===== src/hw/sccss_defines.svh =====
`ifndef SCCSS_DEFINES_SVH
`define SCCSS_DEFINES_SVH

// Reference clock rate
`define SCCSS_CLK_MHZ           40

// Least time in ns to whole clock cycles, rounded up
`define SCCSS_NS2CYC(ns)        ((((ns) * `SCCSS_CLK_MHZ) + 999) / 1000)

// Stabilization lockout after power-on, supply return or power-down exit
`define SCCSS_T_STAB_US         10000
`define SCCSS_STAB_CYC          (`SCCSS_T_STAB_US * `SCCSS_CLK_MHZ)

// Activation and deactivation step times
`define SCCSS_T_ACT_NS          50000
`define SCCSS_T1_NS             50000
`define SCCSS_T2_NS             20000
`define SCCSS_T3_NS             20000
`define SCCSS_T4_NS             20000
`define SCCSS_T_STEP_NS         5000
`define SCCSS_T_DISCH_NS        100000

// Card clock reset hold, in card clock cycles
`define SCCSS_RST_HOLD_CLKS     42000
// Reference cycles per card clock half period
`define SCCSS_CARD_CLK_HALF     2

// Counter widths
`define SCCSS_TMR_W             19
`define SCCSS_CC_W              16

`endif


===== src/hw/sccss_pkg.sv =====
package sccss_pkg;

    typedef enum logic [11:0] {
        SCCSS_ST_PD        = 12'h001,
        SCCSS_ST_LOCK      = 12'h002,
        SCCSS_ST_IDLE      = 12'h004,
        SCCSS_ST_ACT_VCC   = 12'h008,
        SCCSS_ST_ACT_IO    = 12'h010,
        SCCSS_ST_ACT_CLK   = 12'h020,
        SCCSS_ST_ACT_RST   = 12'h040,
        SCCSS_ST_ACTIVE    = 12'h080,
        SCCSS_ST_DEACT_RST = 12'h100,
        SCCSS_ST_DEACT_CLK = 12'h200,
        SCCSS_ST_DEACT_IO  = 12'h400,
        SCCSS_ST_DEACT_VCC = 12'h800
    } sccss_state_t;

    typedef struct packed {
        logic host_supply_fault;
        logic card_supply_fault;
        logic over_current;
        logic over_temp;
    } sccss_fault_t;

    typedef struct packed {
        logic vcc_en;
        logic io_rx_en;
        logic clk;
        logic rst;
    } sccss_card_t;

endpackage : sccss_pkg


===== src/hw/sccss_card_clk.sv =====
`timescale 1ns/1ps
`include "sccss_defines.svh"

module sccss_card_clk #(
    parameter logic [`SCCSS_CC_W-1:0] HALF = `SCCSS_CC_W'(`SCCSS_CARD_CLK_HALF),
    parameter logic [`SCCSS_CC_W-1:0] HOLD = `SCCSS_CC_W'(`SCCSS_RST_HOLD_CLKS)
) (
    input  wire logic i_clk,
    input  wire logic i_rst_n,
    input  wire logic i_ce,
    input  wire logic i_run,
    output logic      o_card_clk,
    output logic      o_hold_done
);

    logic [`SCCSS_CC_W-1:0] div_q;
    logic [`SCCSS_CC_W-1:0] edges_q;
    logic                   wrap;

    assign wrap = (div_q == HALF - 1'b1);

    // Clock starts low so the first card edge is a rising one
    always_ff @(posedge i_clk or negedge i_rst_n) begin
        if (!i_rst_n) begin
            div_q       <= '0;
            edges_q     <= '0;
            o_card_clk  <= 1'b0;
            o_hold_done <= 1'b0;
        end else if (i_ce) begin
            if (!i_run) begin
                div_q       <= '0;
                edges_q     <= '0;
                o_card_clk  <= 1'b0;
                o_hold_done <= 1'b0;
            end else if (wrap) begin
                div_q      <= '0;
                o_card_clk <= ~o_card_clk;
                if (!o_card_clk && !o_hold_done) begin
                    if (edges_q == HOLD - 1'b1) begin
                        o_hold_done <= 1'b1;
                    end else begin
                        edges_q <= edges_q + 1'b1;
                    end
                end
            end else begin
                div_q <= div_q + 1'b1;
            end
        end
    end

endmodule : sccss_card_clk


===== src/hw/sccss_sequencer.sv =====
`timescale 1ns/1ps
`include "sccss_defines.svh"

// Functional notes
// - Either supply fault deactivates the card
// - Host supply fault reinitializes or deactivates
// - Power-down disables all analog functions
// - Card insertion raises alert during power-down
// - Alert rises after stabilization if card present
// - Requests during power-down or lockout ignored
// - Over-temperature deactivates and reports fault
// - Lockout after reset, supply return, power-down
// - Synchronous activation: supply and reception together, then signals
// - Host or fault deactivation; faults pull alert
// - Deactivate: reset, clock, reception, then supply
// - Asynchronous activation only with card present
// - Bad card supply after first interval aborts
// - Asynchronous: reception, clock, then reset follows
// - Card reset held for 42000 clocks
// - Reset high: reception on its fall, clock after
// - Asynchronous card supply fault deactivates
// - Activation needs a card present
// - Mode select low means asynchronous
// - Outside session alert shows presence only; the code shows presence in power-down and idle only
module sccss_sequencer
    import sccss_pkg::*;
#(
    parameter int unsigned              STAB_CYCLES = `SCCSS_STAB_CYC,
    parameter logic [`SCCSS_CC_W-1:0]   HOLD_CLKS   = `SCCSS_CC_W'(`SCCSS_RST_HOLD_CLKS),
    parameter logic [`SCCSS_CC_W-1:0]   CLK_HALF    = `SCCSS_CC_W'(`SCCSS_CARD_CLK_HALF)
) (
    input  wire logic         i_ref_clk,
    input  wire logic         i_arst_n,
    input  wire logic         i_clk_en,
    input  wire logic         i_activation_request_n,
    input  wire logic         i_power_down_in,
    input  wire logic         i_card_detect_in,
    input  wire logic         i_host_card_reset_in,
    input  wire logic         i_strobe_in,
    input  wire logic         i_clock_mode_select,
    input  wire sccss_fault_t i_faults,
    output sccss_card_t       o_card,
    output logic              o_alert_n,
    output logic              o_low_power_state,
    output logic              o_analog_en
);

    localparam int TW = `SCCSS_TMR_W;
    localparam logic [TW-1:0] C_ACT   = TW'(`SCCSS_NS2CYC(`SCCSS_T_ACT_NS));
    localparam logic [TW-1:0] C_T1    = TW'(`SCCSS_NS2CYC(`SCCSS_T1_NS));
    localparam logic [TW-1:0] C_T2    = TW'(`SCCSS_NS2CYC(`SCCSS_T2_NS));
    localparam logic [TW-1:0] C_T3    = TW'(`SCCSS_NS2CYC(`SCCSS_T3_NS));
    localparam logic [TW-1:0] C_T4    = TW'(`SCCSS_NS2CYC(`SCCSS_T4_NS));
    localparam logic [TW-1:0] C_STEP  = TW'(`SCCSS_NS2CYC(`SCCSS_T_STEP_NS));
    localparam logic [TW-1:0] C_DISCH = TW'(`SCCSS_NS2CYC(`SCCSS_T_DISCH_NS));
    localparam logic [TW-1:0] C_STAB  = TW'(STAB_CYCLES);
    localparam logic [TW-1:0] C_ONE   = TW'(1);

    // Activation or steady session, before any deactivation step
    function automatic logic in_session(input sccss_state_t s);
        in_session = (s == SCCSS_ST_ACT_VCC) || (s == SCCSS_ST_ACT_IO) || (s == SCCSS_ST_ACT_CLK) ||
                     (s == SCCSS_ST_ACT_RST) || (s == SCCSS_ST_ACTIVE);
    endfunction : in_session

    function automatic logic [TW-1:0] interval_of(input sccss_state_t s, input logic async_mode);
        case (s)
            SCCSS_ST_LOCK:      interval_of = C_STAB;
            SCCSS_ST_ACT_VCC:   interval_of = async_mode ? C_T1 : C_ACT;
            SCCSS_ST_ACT_IO:    interval_of = C_T2;
            SCCSS_ST_ACT_CLK:   interval_of = C_T3;
            SCCSS_ST_ACT_RST:   interval_of = async_mode ? C_T4 : C_T1;
            SCCSS_ST_DEACT_RST,
            SCCSS_ST_DEACT_CLK,
            SCCSS_ST_DEACT_IO:  interval_of = C_STEP;
            SCCSS_ST_DEACT_VCC: interval_of = C_DISCH;
            default:            interval_of = C_ONE;
        endcase
    endfunction : interval_of

    // Reset release through two flip-flops
    logic rst_meta_q;
    logic rst_n;

    always_ff @(posedge i_ref_clk or negedge i_arst_n) begin
        if (!i_arst_n) begin
            rst_meta_q <= 1'b0;
            rst_n      <= 1'b0;
        end else begin
            rst_meta_q <= 1'b1;
            rst_n      <= rst_meta_q;
        end
    end

    sccss_state_t state_q;
    sccss_state_t state_d;
    logic         boot_q;
    logic         req_q;
    logic         host_card_reset_in_q;
    logic         rst_high_q;
    logic         fault_q;
    logic         fault_d;
    logic         tmr_exp;
    logic         tmr_load;
    logic         cc_clk;
    logic         cc_hold_done;
    sccss_card_t  card_d;
    logic         alert_n_d;

    wire async_mode    = !i_clock_mode_select;
    wire req_fell      = req_q && !i_activation_request_n;
    wire host_card_reset_in_fell    = host_card_reset_in_q && !i_host_card_reset_in;
    wire lock_hold     = boot_q || i_faults.host_supply_fault;
    wire st_active     = (state_q == SCCSS_ST_ACTIVE);
    wire vcc_checked   = async_mode ? (in_session(state_q) && state_q != SCCSS_ST_ACT_VCC) : st_active;
    wire card_fault    = i_faults.card_supply_fault;
    wire session_fault = i_faults.host_supply_fault || i_faults.over_current || i_faults.over_temp ||
                         !i_card_detect_in || (card_fault && vcc_checked);
    wire abort         = i_activation_request_n || session_fault;
    wire vcc_check_bad = (state_q == SCCSS_ST_ACT_VCC) && tmr_exp && async_mode && card_fault;
    wire fault_set     = (in_session(state_q) && session_fault) || vcc_check_bad;
    wire fault_clr     = (state_q == SCCSS_ST_IDLE) && i_activation_request_n;
    wire cc_run        = async_mode && (state_q == SCCSS_ST_ACT_RST || st_active ||
                                        state_q == SCCSS_ST_DEACT_RST);

    // Load the step timer on every state change; the lockout reloads while held
    assign tmr_load = (state_d != state_q) || ((state_q == SCCSS_ST_LOCK) && lock_hold);

    sccss_timer #(
        .W (TW)
    ) u_timer (
        .i_clk     (i_ref_clk),
        .i_rst_n   (rst_n),
        .i_ce      (i_clk_en),
        .i_load    (tmr_load),
        .i_value   (interval_of(state_d, async_mode)),
        .o_expired (tmr_exp)
    );

    sccss_card_clk #(
        .HALF (CLK_HALF),
        .HOLD (HOLD_CLKS)
    ) u_card_clk (
        .i_clk       (i_ref_clk),
        .i_rst_n     (rst_n),
        .i_ce        (i_clk_en),
        .i_run       (cc_run),
        .o_card_clk  (cc_clk),
        .o_hold_done (cc_hold_done)
    );

    always_comb begin
        state_d = state_q;
        case (state_q)
            SCCSS_ST_PD: begin
                if (!i_power_down_in) begin
                    state_d = SCCSS_ST_LOCK;
                end
            end
            SCCSS_ST_LOCK: begin
                if (i_power_down_in) begin
                    state_d = SCCSS_ST_PD;
                end else if (tmr_exp && !lock_hold) begin
                    state_d = SCCSS_ST_IDLE;
                end
            end
            SCCSS_ST_IDLE: begin
                if (i_faults.host_supply_fault) begin
                    state_d = SCCSS_ST_LOCK;
                end else if (i_power_down_in) begin
                    state_d = SCCSS_ST_PD;
                end else if (req_fell && i_card_detect_in) begin
                    state_d = SCCSS_ST_ACT_VCC;
                end
            end
            SCCSS_ST_ACT_VCC: begin
                if (abort) begin
                    state_d = SCCSS_ST_DEACT_RST;
                end else if (vcc_check_bad) begin
                    state_d = SCCSS_ST_DEACT_VCC;
                end else if (tmr_exp) begin
                    state_d = async_mode ? SCCSS_ST_ACT_IO : SCCSS_ST_ACT_RST;
                end
            end
            SCCSS_ST_ACT_IO: begin
                if (abort) begin
                    state_d = SCCSS_ST_DEACT_RST;
                end else if (rst_high_q ? host_card_reset_in_fell : tmr_exp) begin
                    state_d = SCCSS_ST_ACT_CLK;
                end
            end
            SCCSS_ST_ACT_CLK: begin
                if (abort) begin
                    state_d = SCCSS_ST_DEACT_RST;
                end else if (tmr_exp) begin
                    state_d = SCCSS_ST_ACT_RST;
                end
            end
            SCCSS_ST_ACT_RST: begin
                if (abort) begin
                    state_d = SCCSS_ST_DEACT_RST;
                end else if (tmr_exp) begin
                    state_d = SCCSS_ST_ACTIVE;
                end
            end
            SCCSS_ST_ACTIVE: begin
                // Power-down is not honoured here; the host keeps it low in a session
                if (abort) begin
                    state_d = SCCSS_ST_DEACT_RST;
                end
            end
            SCCSS_ST_DEACT_RST: begin
                if (tmr_exp) begin
                    state_d = SCCSS_ST_DEACT_CLK;
                end
            end
            SCCSS_ST_DEACT_CLK: begin
                if (tmr_exp) begin
                    state_d = SCCSS_ST_DEACT_IO;
                end
            end
            SCCSS_ST_DEACT_IO: begin
                if (tmr_exp) begin
                    state_d = SCCSS_ST_DEACT_VCC;
                end
            end
            SCCSS_ST_DEACT_VCC: begin
                if (tmr_exp) begin
                    state_d = SCCSS_ST_IDLE;
                end
            end
            default: begin
                state_d = SCCSS_ST_LOCK;
            end
        endcase
    end

    // Set wins over clear so a fault in the clearing cycle is kept
    assign fault_d = fault_set ? 1'b1 : (fault_clr ? 1'b0 : fault_q);

    // Low during lockout so the rise marks recovery; presence only in power-down and idle
    assign alert_n_d = (state_q == SCCSS_ST_LOCK) ? 1'b0 :
                       fault_d                     ? 1'b0 :
                       ((state_q == SCCSS_ST_PD) || (state_q == SCCSS_ST_IDLE)) ? i_card_detect_in :
                       1'b1;

    assign card_d.vcc_en   = ((state_q == SCCSS_ST_ACT_VCC) && async_mode) ||
                             (state_q == SCCSS_ST_ACT_IO) || (state_q == SCCSS_ST_ACT_CLK) ||
                             (state_q == SCCSS_ST_ACT_RST) || st_active ||
                             (state_q == SCCSS_ST_DEACT_RST) || (state_q == SCCSS_ST_DEACT_CLK) ||
                             (state_q == SCCSS_ST_DEACT_IO);
    assign card_d.io_rx_en = (state_q == SCCSS_ST_ACT_CLK) || (state_q == SCCSS_ST_ACT_RST) || st_active ||
                             (state_q == SCCSS_ST_DEACT_RST) || (state_q == SCCSS_ST_DEACT_CLK);
    assign card_d.clk      = async_mode ? cc_clk :
                             (i_strobe_in && (st_active || state_q == SCCSS_ST_DEACT_RST));
    assign card_d.rst      = st_active && i_host_card_reset_in && (!async_mode || cc_hold_done);

    always_ff @(posedge i_ref_clk or negedge rst_n) begin
        if (!rst_n) begin
            state_q    <= SCCSS_ST_LOCK;
            boot_q     <= 1'b1;
            req_q      <= 1'b1;
            host_card_reset_in_q    <= 1'b0;
            rst_high_q <= 1'b0;
            fault_q    <= 1'b0;
        end else if (i_clk_en) begin
            state_q <= state_d;
            boot_q  <= 1'b0;
            req_q   <= i_activation_request_n;
            host_card_reset_in_q <= i_host_card_reset_in;
            fault_q <= fault_d;
            if (state_q == SCCSS_ST_IDLE) begin
                rst_high_q <= i_host_card_reset_in;
            end
        end
    end

    // Outputs straight from flip-flops
    always_ff @(posedge i_ref_clk or negedge rst_n) begin
        if (!rst_n) begin
            o_card            <= '0;
            o_alert_n         <= 1'b0;
            o_low_power_state <= 1'b0;
            o_analog_en       <= 1'b0;
        end else if (i_clk_en) begin
            o_card            <= card_d;
            o_alert_n         <= alert_n_d;
            o_low_power_state <= (state_q == SCCSS_ST_PD);
            o_analog_en       <= (state_q != SCCSS_ST_PD);
        end
    end

    property p_pd_analog_off;
        @(posedge i_ref_clk) disable iff (!rst_n)
        (i_clk_en && state_q == SCCSS_ST_PD) |=> (o_low_power_state && !o_analog_en && !o_card.vcc_en);
    endproperty
    a_pd_analog_off: assert property (p_pd_analog_off) else $error("analog left on in power-down");

    property p_pd_presence;
        @(posedge i_ref_clk) disable iff (!rst_n)
        (i_clk_en && state_q == SCCSS_ST_PD) |=> (o_alert_n == $past(i_card_detect_in));
    endproperty
    a_pd_presence: assert property (p_pd_presence) else $error("alert ignores card in power-down");

    property p_lock_blocks;
        @(posedge i_ref_clk) disable iff (!rst_n)
        (i_clk_en && (state_q == SCCSS_ST_LOCK || state_q == SCCSS_ST_PD)) |=> (state_q != SCCSS_ST_ACT_VCC);
    endproperty
    a_lock_blocks: assert property (p_lock_blocks) else $error("activation taken during lockout");

    property p_idle_presence;
        @(posedge i_ref_clk) disable iff (!rst_n)
        (i_clk_en && state_q == SCCSS_ST_IDLE && i_activation_request_n) |=> (o_alert_n == $past(i_card_detect_in));
    endproperty
    a_idle_presence: assert property (p_idle_presence) else $error("idle alert not card presence");

    property p_fault_alert;
        @(posedge i_ref_clk) disable iff (!rst_n)
        (i_clk_en && in_session(state_q) && session_fault) |=> (!o_alert_n && state_q == SCCSS_ST_DEACT_RST);
    endproperty
    a_fault_alert: assert property (p_fault_alert) else $error("session fault not reported");

    property p_deact_order;
        @(posedge i_ref_clk) disable iff (!rst_n)
        $fell(o_card.vcc_en) |-> (!o_card.io_rx_en && !o_card.clk && !o_card.rst && !$past(o_card.io_rx_en));
    endproperty
    a_deact_order: assert property (p_deact_order) else $error("supply dropped before signals");

    property p_rst_hold;
        @(posedge i_ref_clk) disable iff (!rst_n)
        (o_card.rst && !i_clock_mode_select) |-> $past(cc_hold_done);
    endproperty
    a_rst_hold: assert property (p_rst_hold) else $error("card reset before clock hold");

    property p_clk_after_rx;
        @(posedge i_ref_clk) disable iff (!rst_n)
        ($rose(o_card.clk) && !i_clock_mode_select) |-> o_card.io_rx_en;
    endproperty
    a_clk_after_rx: assert property (p_clk_after_rx) else $error("clock before reception");

    property p_vcc_check;
        @(posedge i_ref_clk) disable iff (!rst_n)
        (i_clk_en && vcc_check_bad && !abort) |=> (state_q == SCCSS_ST_DEACT_VCC && !o_alert_n);
    endproperty
    a_vcc_check: assert property (p_vcc_check) else $error("bad card supply not aborted");

    property p_no_card_no_act;
        @(posedge i_ref_clk) disable iff (!rst_n)
        (i_clk_en && state_q == SCCSS_ST_IDLE && !i_card_detect_in) |=> (state_q != SCCSS_ST_ACT_VCC);
    endproperty
    a_no_card_no_act: assert property (p_no_card_no_act) else $error("activation without card");

endmodule : sccss_sequencer


===== src/hw/sccss_timer.sv =====
`timescale 1ns/1ps
`include "sccss_defines.svh"

module sccss_timer #(
    parameter int unsigned W = `SCCSS_TMR_W
) (
    input  wire logic         i_clk,
    input  wire logic         i_rst_n,
    input  wire logic         i_ce,
    input  wire logic         i_load,
    input  wire logic [W-1:0] i_value,
    output logic              o_expired
);

    logic [W-1:0] cnt_q;

    // Expires i_value cycles after the load
    always_ff @(posedge i_clk or negedge i_rst_n) begin
        if (!i_rst_n) begin
            cnt_q <= '0;
        end else if (i_ce) begin
            if (i_load) begin
                cnt_q <= i_value;
            end else if (cnt_q != '0) begin
                cnt_q <= cnt_q - 1'b1;
            end
        end
    end

    assign o_expired = (cnt_q == '0);

endmodule : sccss_timer


===== config.mk =====
export PLATFORM = sky130hd
export DESIGN_NAME = sccss_sequencer
export DESIGN_NICKNAME = d
export VERILOG_FILES = /design/src/hw/sccss_pkg.sv /design/src/hw/sccss_card_clk.sv /design/src/hw/sccss_sequencer.sv /design/src/hw/sccss_timer.sv
export VERILOG_INCLUDE_DIRS = /design/src /design/src/hw
export SDC_FILE = /design/constraint.sdc
export NUM_CORES = 1
export LEC_CHECK = 0
export ABC_AREA = 1
export CORE_ASPECT_RATIO = 0.8
export CORE_UTILIZATION = 60
export CTS_BUF_LIST = sky130_fd_sc_hd__clkbuf_8 sky130_fd_sc_hd__clkbuf_16
export DETAILED_ROUTE_END_ITERATION = 8
export DONT_BUFFER_PORTS = 1
export GPL_TIMING_DRIVEN = 0
export PLACE_DENSITY_LB_ADDON = 0.25
export SLEW_MARGIN = 15
export SYNTH_ARGS = -nofsm -noshare
export SYNTH_HDL_FRONTEND = slang
export SYNTH_SLANG_ARGS = --single-unit

===== constraint.sdc =====
create_clock -name i_ref_clk -period 2.73 [get_ports i_ref_clk]
set_input_delay 0.4095 -clock i_ref_clk [delete_from_list [all_inputs] [get_ports i_ref_clk]]
set_output_delay 0.4095 -clock i_ref_clk [all_outputs]
set_load 0.005 [all_outputs]

### Yosys cells after proc, flatten, opt, wreduce, memory -nomap -nowiden

Index checks and enable logic that the tools add are counted.

* register bits after elaboration: 79
* input bits: 13
* output and inout bits: 7
* logic and storage cells: 163

* add/subtract/negate cells: 3
* equal/unequal tests: 30
* mux-type cells: 46
* bitwise logic cells: 1
* reductions and logical operators: 63

Operators with widths (number)
* two-way mux 12 bit: 20
* case mux 12 bit (12 select lines): 1
* case mux 19 bit (6 select lines): 1
* two-way mux 16 bit: 6
* two-way mux 19 bit: 2
* adder 16 x 1 -> 16 bit (second input constant): 2
* logical OR 1 bit: 28
* == test 12 x 10 -> 1 bit (second input constant): 2
* == test 12 x 11 -> 1 bit (second input constant): 2
* == test 12 bit (second input constant): 2
* == test 12 x 2 -> 1 bit (second input constant): 2
* == test 12 x 4 -> 1 bit (second input constant): 2
* == test 12 x 5 -> 1 bit (second input constant): 2
* == test 12 x 6 -> 1 bit (second input constant): 2
* == test 12 x 7 -> 1 bit (second input constant): 2
* == test 12 x 9 -> 1 bit (second input constant): 2
* zero test 19 bit: 1
* nonzero test 19 bit: 1
* subtractor 19 x 1 -> 19 bit (second input constant): 1
* logical AND 1 bit: 18
* == test 16 x 1 -> 1 bit (second input constant): 1
* == test 16 bit (second input constant): 1
* two-way mux 1 bit: 14
* == test 12 x 1 -> 1 bit (second input constant): 1
* other kinds (15): 27

### Depth between registers and ports, before layout

* depth after elaboration: 16
* depth in mapped cells: 19
* gate-level depth less buffers: 19

### By module

Synthesis repeated with hierarchy kept, for this count alone.

* cell total of the unflattened synthesis: 855
* area total of the unflattened synthesis: 5714.2 um^2

By module, submodules not included
* sccss_card_clk: times used 1, cells an instance 320, area each 2200.9 um^2, sequential area each 850.8 um^2
* sccss_sequencer: times used 1, cells an instance 296, area each 1985.7 um^2, sequential area each 654.4 um^2
* sccss_timer: times used 1, cells an instance 239, area each 1527.7 um^2, sequential area each 475.5 um^2

### Worst setup path before layout

Ideal clock, no wire load.

* path kind: register -> register
* start point: register state_q[3]
* end point: register u_card_clk.edges_q[2]
* library setup time: 136 ps
* arrival time: 1984 ps
* required time: 2594 ps
* path slack: 610 ps
* cell stages (with the launch flop): 16
* buffers on the path: 1
* clock period less this slack: 2120 ps
* path through: dfrtp_1 > nor2_4 > nand2_4 > nor2_8 > nand2_4 > nand2_2 > inv_2 > a21oi_4 > o41ai_2 > nand2_2 > inv_2 > nand2_2 > buf_6 > inv_2 > a21oi_1 > nor3_1

* cells in the longest elaborated chain, start to end: 6
* elaborated cells on any way between the ends: 11
* classes of those cells: 6 x eq/ne; 1 x mux; 4 x reduce/logical

Ends and longest elaborated chain
* start: declaration: line sccss_sequencer.sv:94 `sccss_state_t state_q;`
* start signal: assignment: line sccss_sequencer.sv:266 `state_q <= state_d;`
* == test 12 x 7 -> 1 bit or == test 12 x 8 -> 1 bit (tied branches): line sccss_sequencer.sv:122, sccss_sequencer.sv:113
* logical OR 1 bit: line sccss_sequencer.sv:122 `wire cc_run = async_mode && (state_q == SCCSS_ST_ACT_RST || st_active ||`
* logical OR 1 bit (*): line sccss_sequencer.sv:122
* logical AND 1 bit (*): line sccss_sequencer.sv:122
* inequality test 2 bit (no line)
* AND reduction 4 bit (no line)
* end signal: assignment: line sccss_card_clk.sv:42 `edges_q <= edges_q + 1'b1;`
* end: declaration: line sccss_card_clk.sv:17 `` logic [`SCCSS_CC_W-1:0] edges_q; ``

Mark *: on every way between the ends. The rest lies on a longest branch, timed or not.
A chain may end at the register's enable or synchronous reset.

### Final worst setup path

* start point: register u_timer.cnt_q[0]
* end point: register u_timer.cnt_q[7]

* cells in the longest elaborated chain, start to end: 11
* elaborated cells on any way between the ends: 42
* classes of those cells: 1 x add/sub; 10 x eq/ne; 20 x mux; 11 x reduce/logical

Ends and longest elaborated chain
* start: declaration: line sccss_timer.sv:15 `logic [W-1:0] cnt_q;`
* start signal: assignment: line sccss_timer.sv:23 `cnt_q <= i_value;`
* start signal: assignment: line sccss_timer.sv:25 `cnt_q <= cnt_q - 1'b1;`
* zero test 19 bit: line sccss_timer.sv:30 `assign o_expired = (cnt_q == '0);`
* logical AND 1 bit (3 in a row): line sccss_sequencer.sv:119 `wire vcc_check_bad = (state_q == SCCSS_ST_ACT_VCC) && tmr_exp && async_mode && card_fault;`
* two-way mux 12 bit: line sccss_sequencer.sv:178 `end else if (vcc_check_bad) begin`
* two-way mux 12 bit: line sccss_sequencer.sv:176 `if (abort) begin`
* case mux 12 bit (12 select lines): line sccss_sequencer.sv:153 `case (state_q)`
* == test 12 x 9 -> 1 bit (tied with other cells): line sccss_sequencer.sv:66 `case (s)`
* OR reduction 3 bit (tied with other cells): line sccss_sequencer.sv:66
* case mux 19 bit (6 select lines) or nonzero test 2 bit (tied branches)
* two-way mux 19 bit or AND reduction 2 bit (tied branches)

Several ways; a longest one is shown, not always the timed one. The select of a mux whose other input is x is not followed.

==> results_dict.tcl <==
set metrics [dict create \
    place_area_mm2 0.005339 \
    setup_ws_ns 0.1092 \
    comb_power_share_pct 12.2 \
    maxCapViolCount 0 \
    synth.area.top_cells "dfrtp_1 (37%), nand2_1 (11%), inv_1 (7.3%)" \
    p_int_w 0.001969 \
    synth-seq-area-share_pct 38.29 \
    io_pins 20 \
    tightestPinTransition_ns 0.5793 \
    area_delta_synth_final_pct 10.69 \
    avgSynthCellArea_um2 7.174 \
    ys_types 48 \
    slew_viol_final 0 \
    synth-async-reset-ratio_pct 100.0 \
    cts_tree "done" \
    cp-start-kind "register" \
    globalplace.congestion 1.008 \
    netlist_instances 721 \
    num_vias 5083 \
    critPathSlowestCell "dfrtp_1" \
    die_area_mm2 0.008998 \
    ys_warn_count 0 \
    critical_path_required_ns 3.04 \
    synth_fp_nets 739 \
    fp.dieH_um 85.05 \
    post-synth-top-count-cell "nand2_1" \
    hold_slack_ns 0.1425 \
    synth_top_area_share_pct 36.77 \
    grt_max_degree 57 \
    port_buffers 0 \
    p_switching_w 0.0007605 \
    post-place-cells 830 \
    coreArea_mm2 0.008128 \
    power_w 0.002729 \
    wl_met1_um 6039 \
    nets 760 \
    diodes 0 \
    root_buffer "clkbuf_8" \
    cts_buffer_depth 2 \
    netlist_area_mm2 0.005172 \
    post_drt_wl_per_cell_um 15.51 \
    cp.arrival_ns 2.93 \
    drc 0 \
    clock_skew_ns 0.009156 \
    yosys.area.top_type "dfrtp_1" \
    wl_met2_um 5897 \
    drive_gt1_share_pct 11.38 \
    fin_crit_ns 2.621 \
    htree_levels 3 \
    ir_worst_vdd_mv 0.3883 \
    clock_latency_ns 0.37 \
    leakagePower_nw 2.666 \
    antenna_found_initial 0 \
    synth_enable_flop_cells 0 \
    synth-main-ff-cell "dfrtp_1" \
    vias_per_cell 5.945 \
    postRouteAntennaNets 0 \
    path_cells "inv_1 > ha_2 > nand3_1 > nor2_1 > nand3_2 > o21ai_2 > nand3_1 > nor2_1 > nand2_2 > nand2_4 > clkbuf_4 > o21ai_0 > nand2_1 > o22a_1" \
    clkPwrFrac_pct 40.8 \
    worstPathMaxFanout 10 \
    path_clk_slew_ns 0.08 \
    final_cells 855 \
    hold_path.class "input pin to register" \
    final_area_mm2 0.005725 \
    first_pass_iters 6 \
    grt_overflow_total 0 \
    die_w_um 105.8 \
    grt_util_all_layers_pct 31.14 \
    synth_seq_cells 79 \
    maxSlewHeadroom_pct 61.03 \
    multiInputGateArea_mm2 0.002766 \
    critPathMaxStageDelay_ns 0.36 \
    grt_pass1_vias 4762 \
    cts_inserted_buffers 9 \
    synth_commonest_cells "nand2_1 (151), inv_1 (101), nor2_1 (84)" \
    dp_hpwl_um 9517 \
    start_util_pct 63.64 \
    cts.sinks 79 \
    hold_viol 0 \
    p_sw_share_pct 27.86 \
    wl_met3_um 1044 \
    fmax_ghz 0.3816 \
    regArea_mm2 0.001987 \
    post-place-ws_ns 0.1067 \
    min_period_over_period_pct 96.00 \
    outcome "complete, no violations" \
    end_kind "register" \
    routed_wl_um 13260 \
    routed.top_layer "met4" \
    setup_violations 0 \
    fill_cells 673 \
    drtIter0Drc 387 \
    power.density_mw_per_mm2 476.7 \
    grt_pass1_wl_um 22090 \
    rows 29 \
    crit_type "register to register" \
    seq_power_share_pct 47.0 \
]
registers in the layout, summed over array words and instances (netlist names):
signal	cells
o_card	4
req_q	1
o_low_power_state	1
state_q	12
o_analog_en	1
u_card_clk.o_card_clk	1
rst_n	1
boot_q	1
u_card_clk.o_hold_done	1
rst_meta_q	1
u_card_clk.edges_q	16
o_alert_n	1
u_card_clk.div_q	16
fault_q	1
host_card_reset_in_q	1
u_timer.cnt_q	19
rst_high_q	1
repair_timing:
item                                    4_1_cts  5_1_grt
endpoints found under the hold margin         2        0
buffers inserted                              0        8
endpoints found under the setup margin        0       25
hold buffers                                  1        0
resized for setup                             0       19
power groups by stage:
| stage | clock network [W] | registers [W] | logic (W) |
|---|---|---|---|
| 2_1_floorplan | 0 | 0.00130 | 0.000237 |
| 5_1_grt | 0.00118 | 0.00129 | 0.000374 |
| 6_report | 0.00111 | 0.00128 | 0.000332 |
| 4_1_cts | 0.00113 | 0.00128 | 0.000319 |
| 3_5_place_dp | 0 | 0.00130 | 0.000314 |
| 3_3_place_gp | 0 | 0.00132 | 0.000285 |
worst max-delay path: cells and delay by family, from the launching register on:
kind	cells	cell delay [ns]
flops	1	0.36
simple gates	8	1.01
compound gates	3	0.55
fa+ha+maj	1	0.23
buf+inv	2	0.38
metal layers:
| layer | GRT usage (%) | vias up |
|---|---|---|
| met3 | 6.989 | 37 |
| li1 | - | 2408 |
| met4 | 12.75 | 0 |
| met5 | 0 | - |
| met1 | 42.77 | 2410 |
| met2 | 47.89 | 228 |
cell usage in the layout (no fill, tap or decap), types with 12 or more instances in the layout:
cell type | synthesis | final
nand2_1 | 151 | 149
nor4_1 | 13 | 13
nor2_1 | 84 | 81
xor2_1 | 23 | 23
o31ai_1 | 12 | 12
o21ai_0 | 34 | 33
a21oi_1 | 37 | 37
nand4_1 | 15 | 15
nand3_1 | 47 | 45
inv_1 | 101 | 101
dfrtp_1 | 76 | 73
nor3_1 | 34 | 34
final cells by class:
cell class              count  area share, %
repair buffers             10          1.705
clock inverters             6          2.010
flip-flops and latches     79          34.70
multi-input cells         521          48.32
inverters                 107          7.015
plain buffers              14          1.486
clock buffers              10          2.404
well taps                 108          2.360
per-stage QoR:
step | util, % | setup TNS, ns
floorplan | - | 0
global placement | 65.30 | -36.76
detailed placement | 65.69 | 0
CTS | 68.92 | 0
global route | 70.44 | -0.02594
finish | 70.44 | 0
worst paths after layout:
path / from / end / slack [ns] / cells after the start
max: u_timer.cnt_q[0]$_DFFE_PN0P_ / u_timer.cnt_q[7]$_DFFE_PN0P_ / 0.11 / 14
min: i_activation_request_n / req_q$_DFFE_PN1P_ / 0.14 / 2
max reg2reg: u_timer.cnt_q[0]$_DFFE_PN0P_ / u_timer.cnt_q[7]$_DFFE_PN0P_ / 0.11 / 14
min reg2reg: rst_n$_DFF_PN0_ / u_card_clk.div_q[9]$_DFFE_PN0P_ / 0.23 / 0
max in group asynchronous: rst_n$_DFF_PN0_ / state_q[1]$_DFFE_PN1P_ / 1.88 / 1
min in group asynchronous: rst_n$_DFF_PN0_ / u_card_clk.div_q[9]$_DFFE_PN0P_ / 0.23 / 0
cell families after synthesis:
family,Yosys count,share of synthesized area [%]
AND/OR/NAND/NOR,378,34.13
other,1,0.07250
adder cells (fa/ha/maj),5,1.209
flip-flops,79,38.29
AO/OA/AOI/OAI,112,12.70
XOR/XNOR,25,4.233
buffers and inverters,121,9.361
Note: power is estimated with default switching activity, not from simulation.
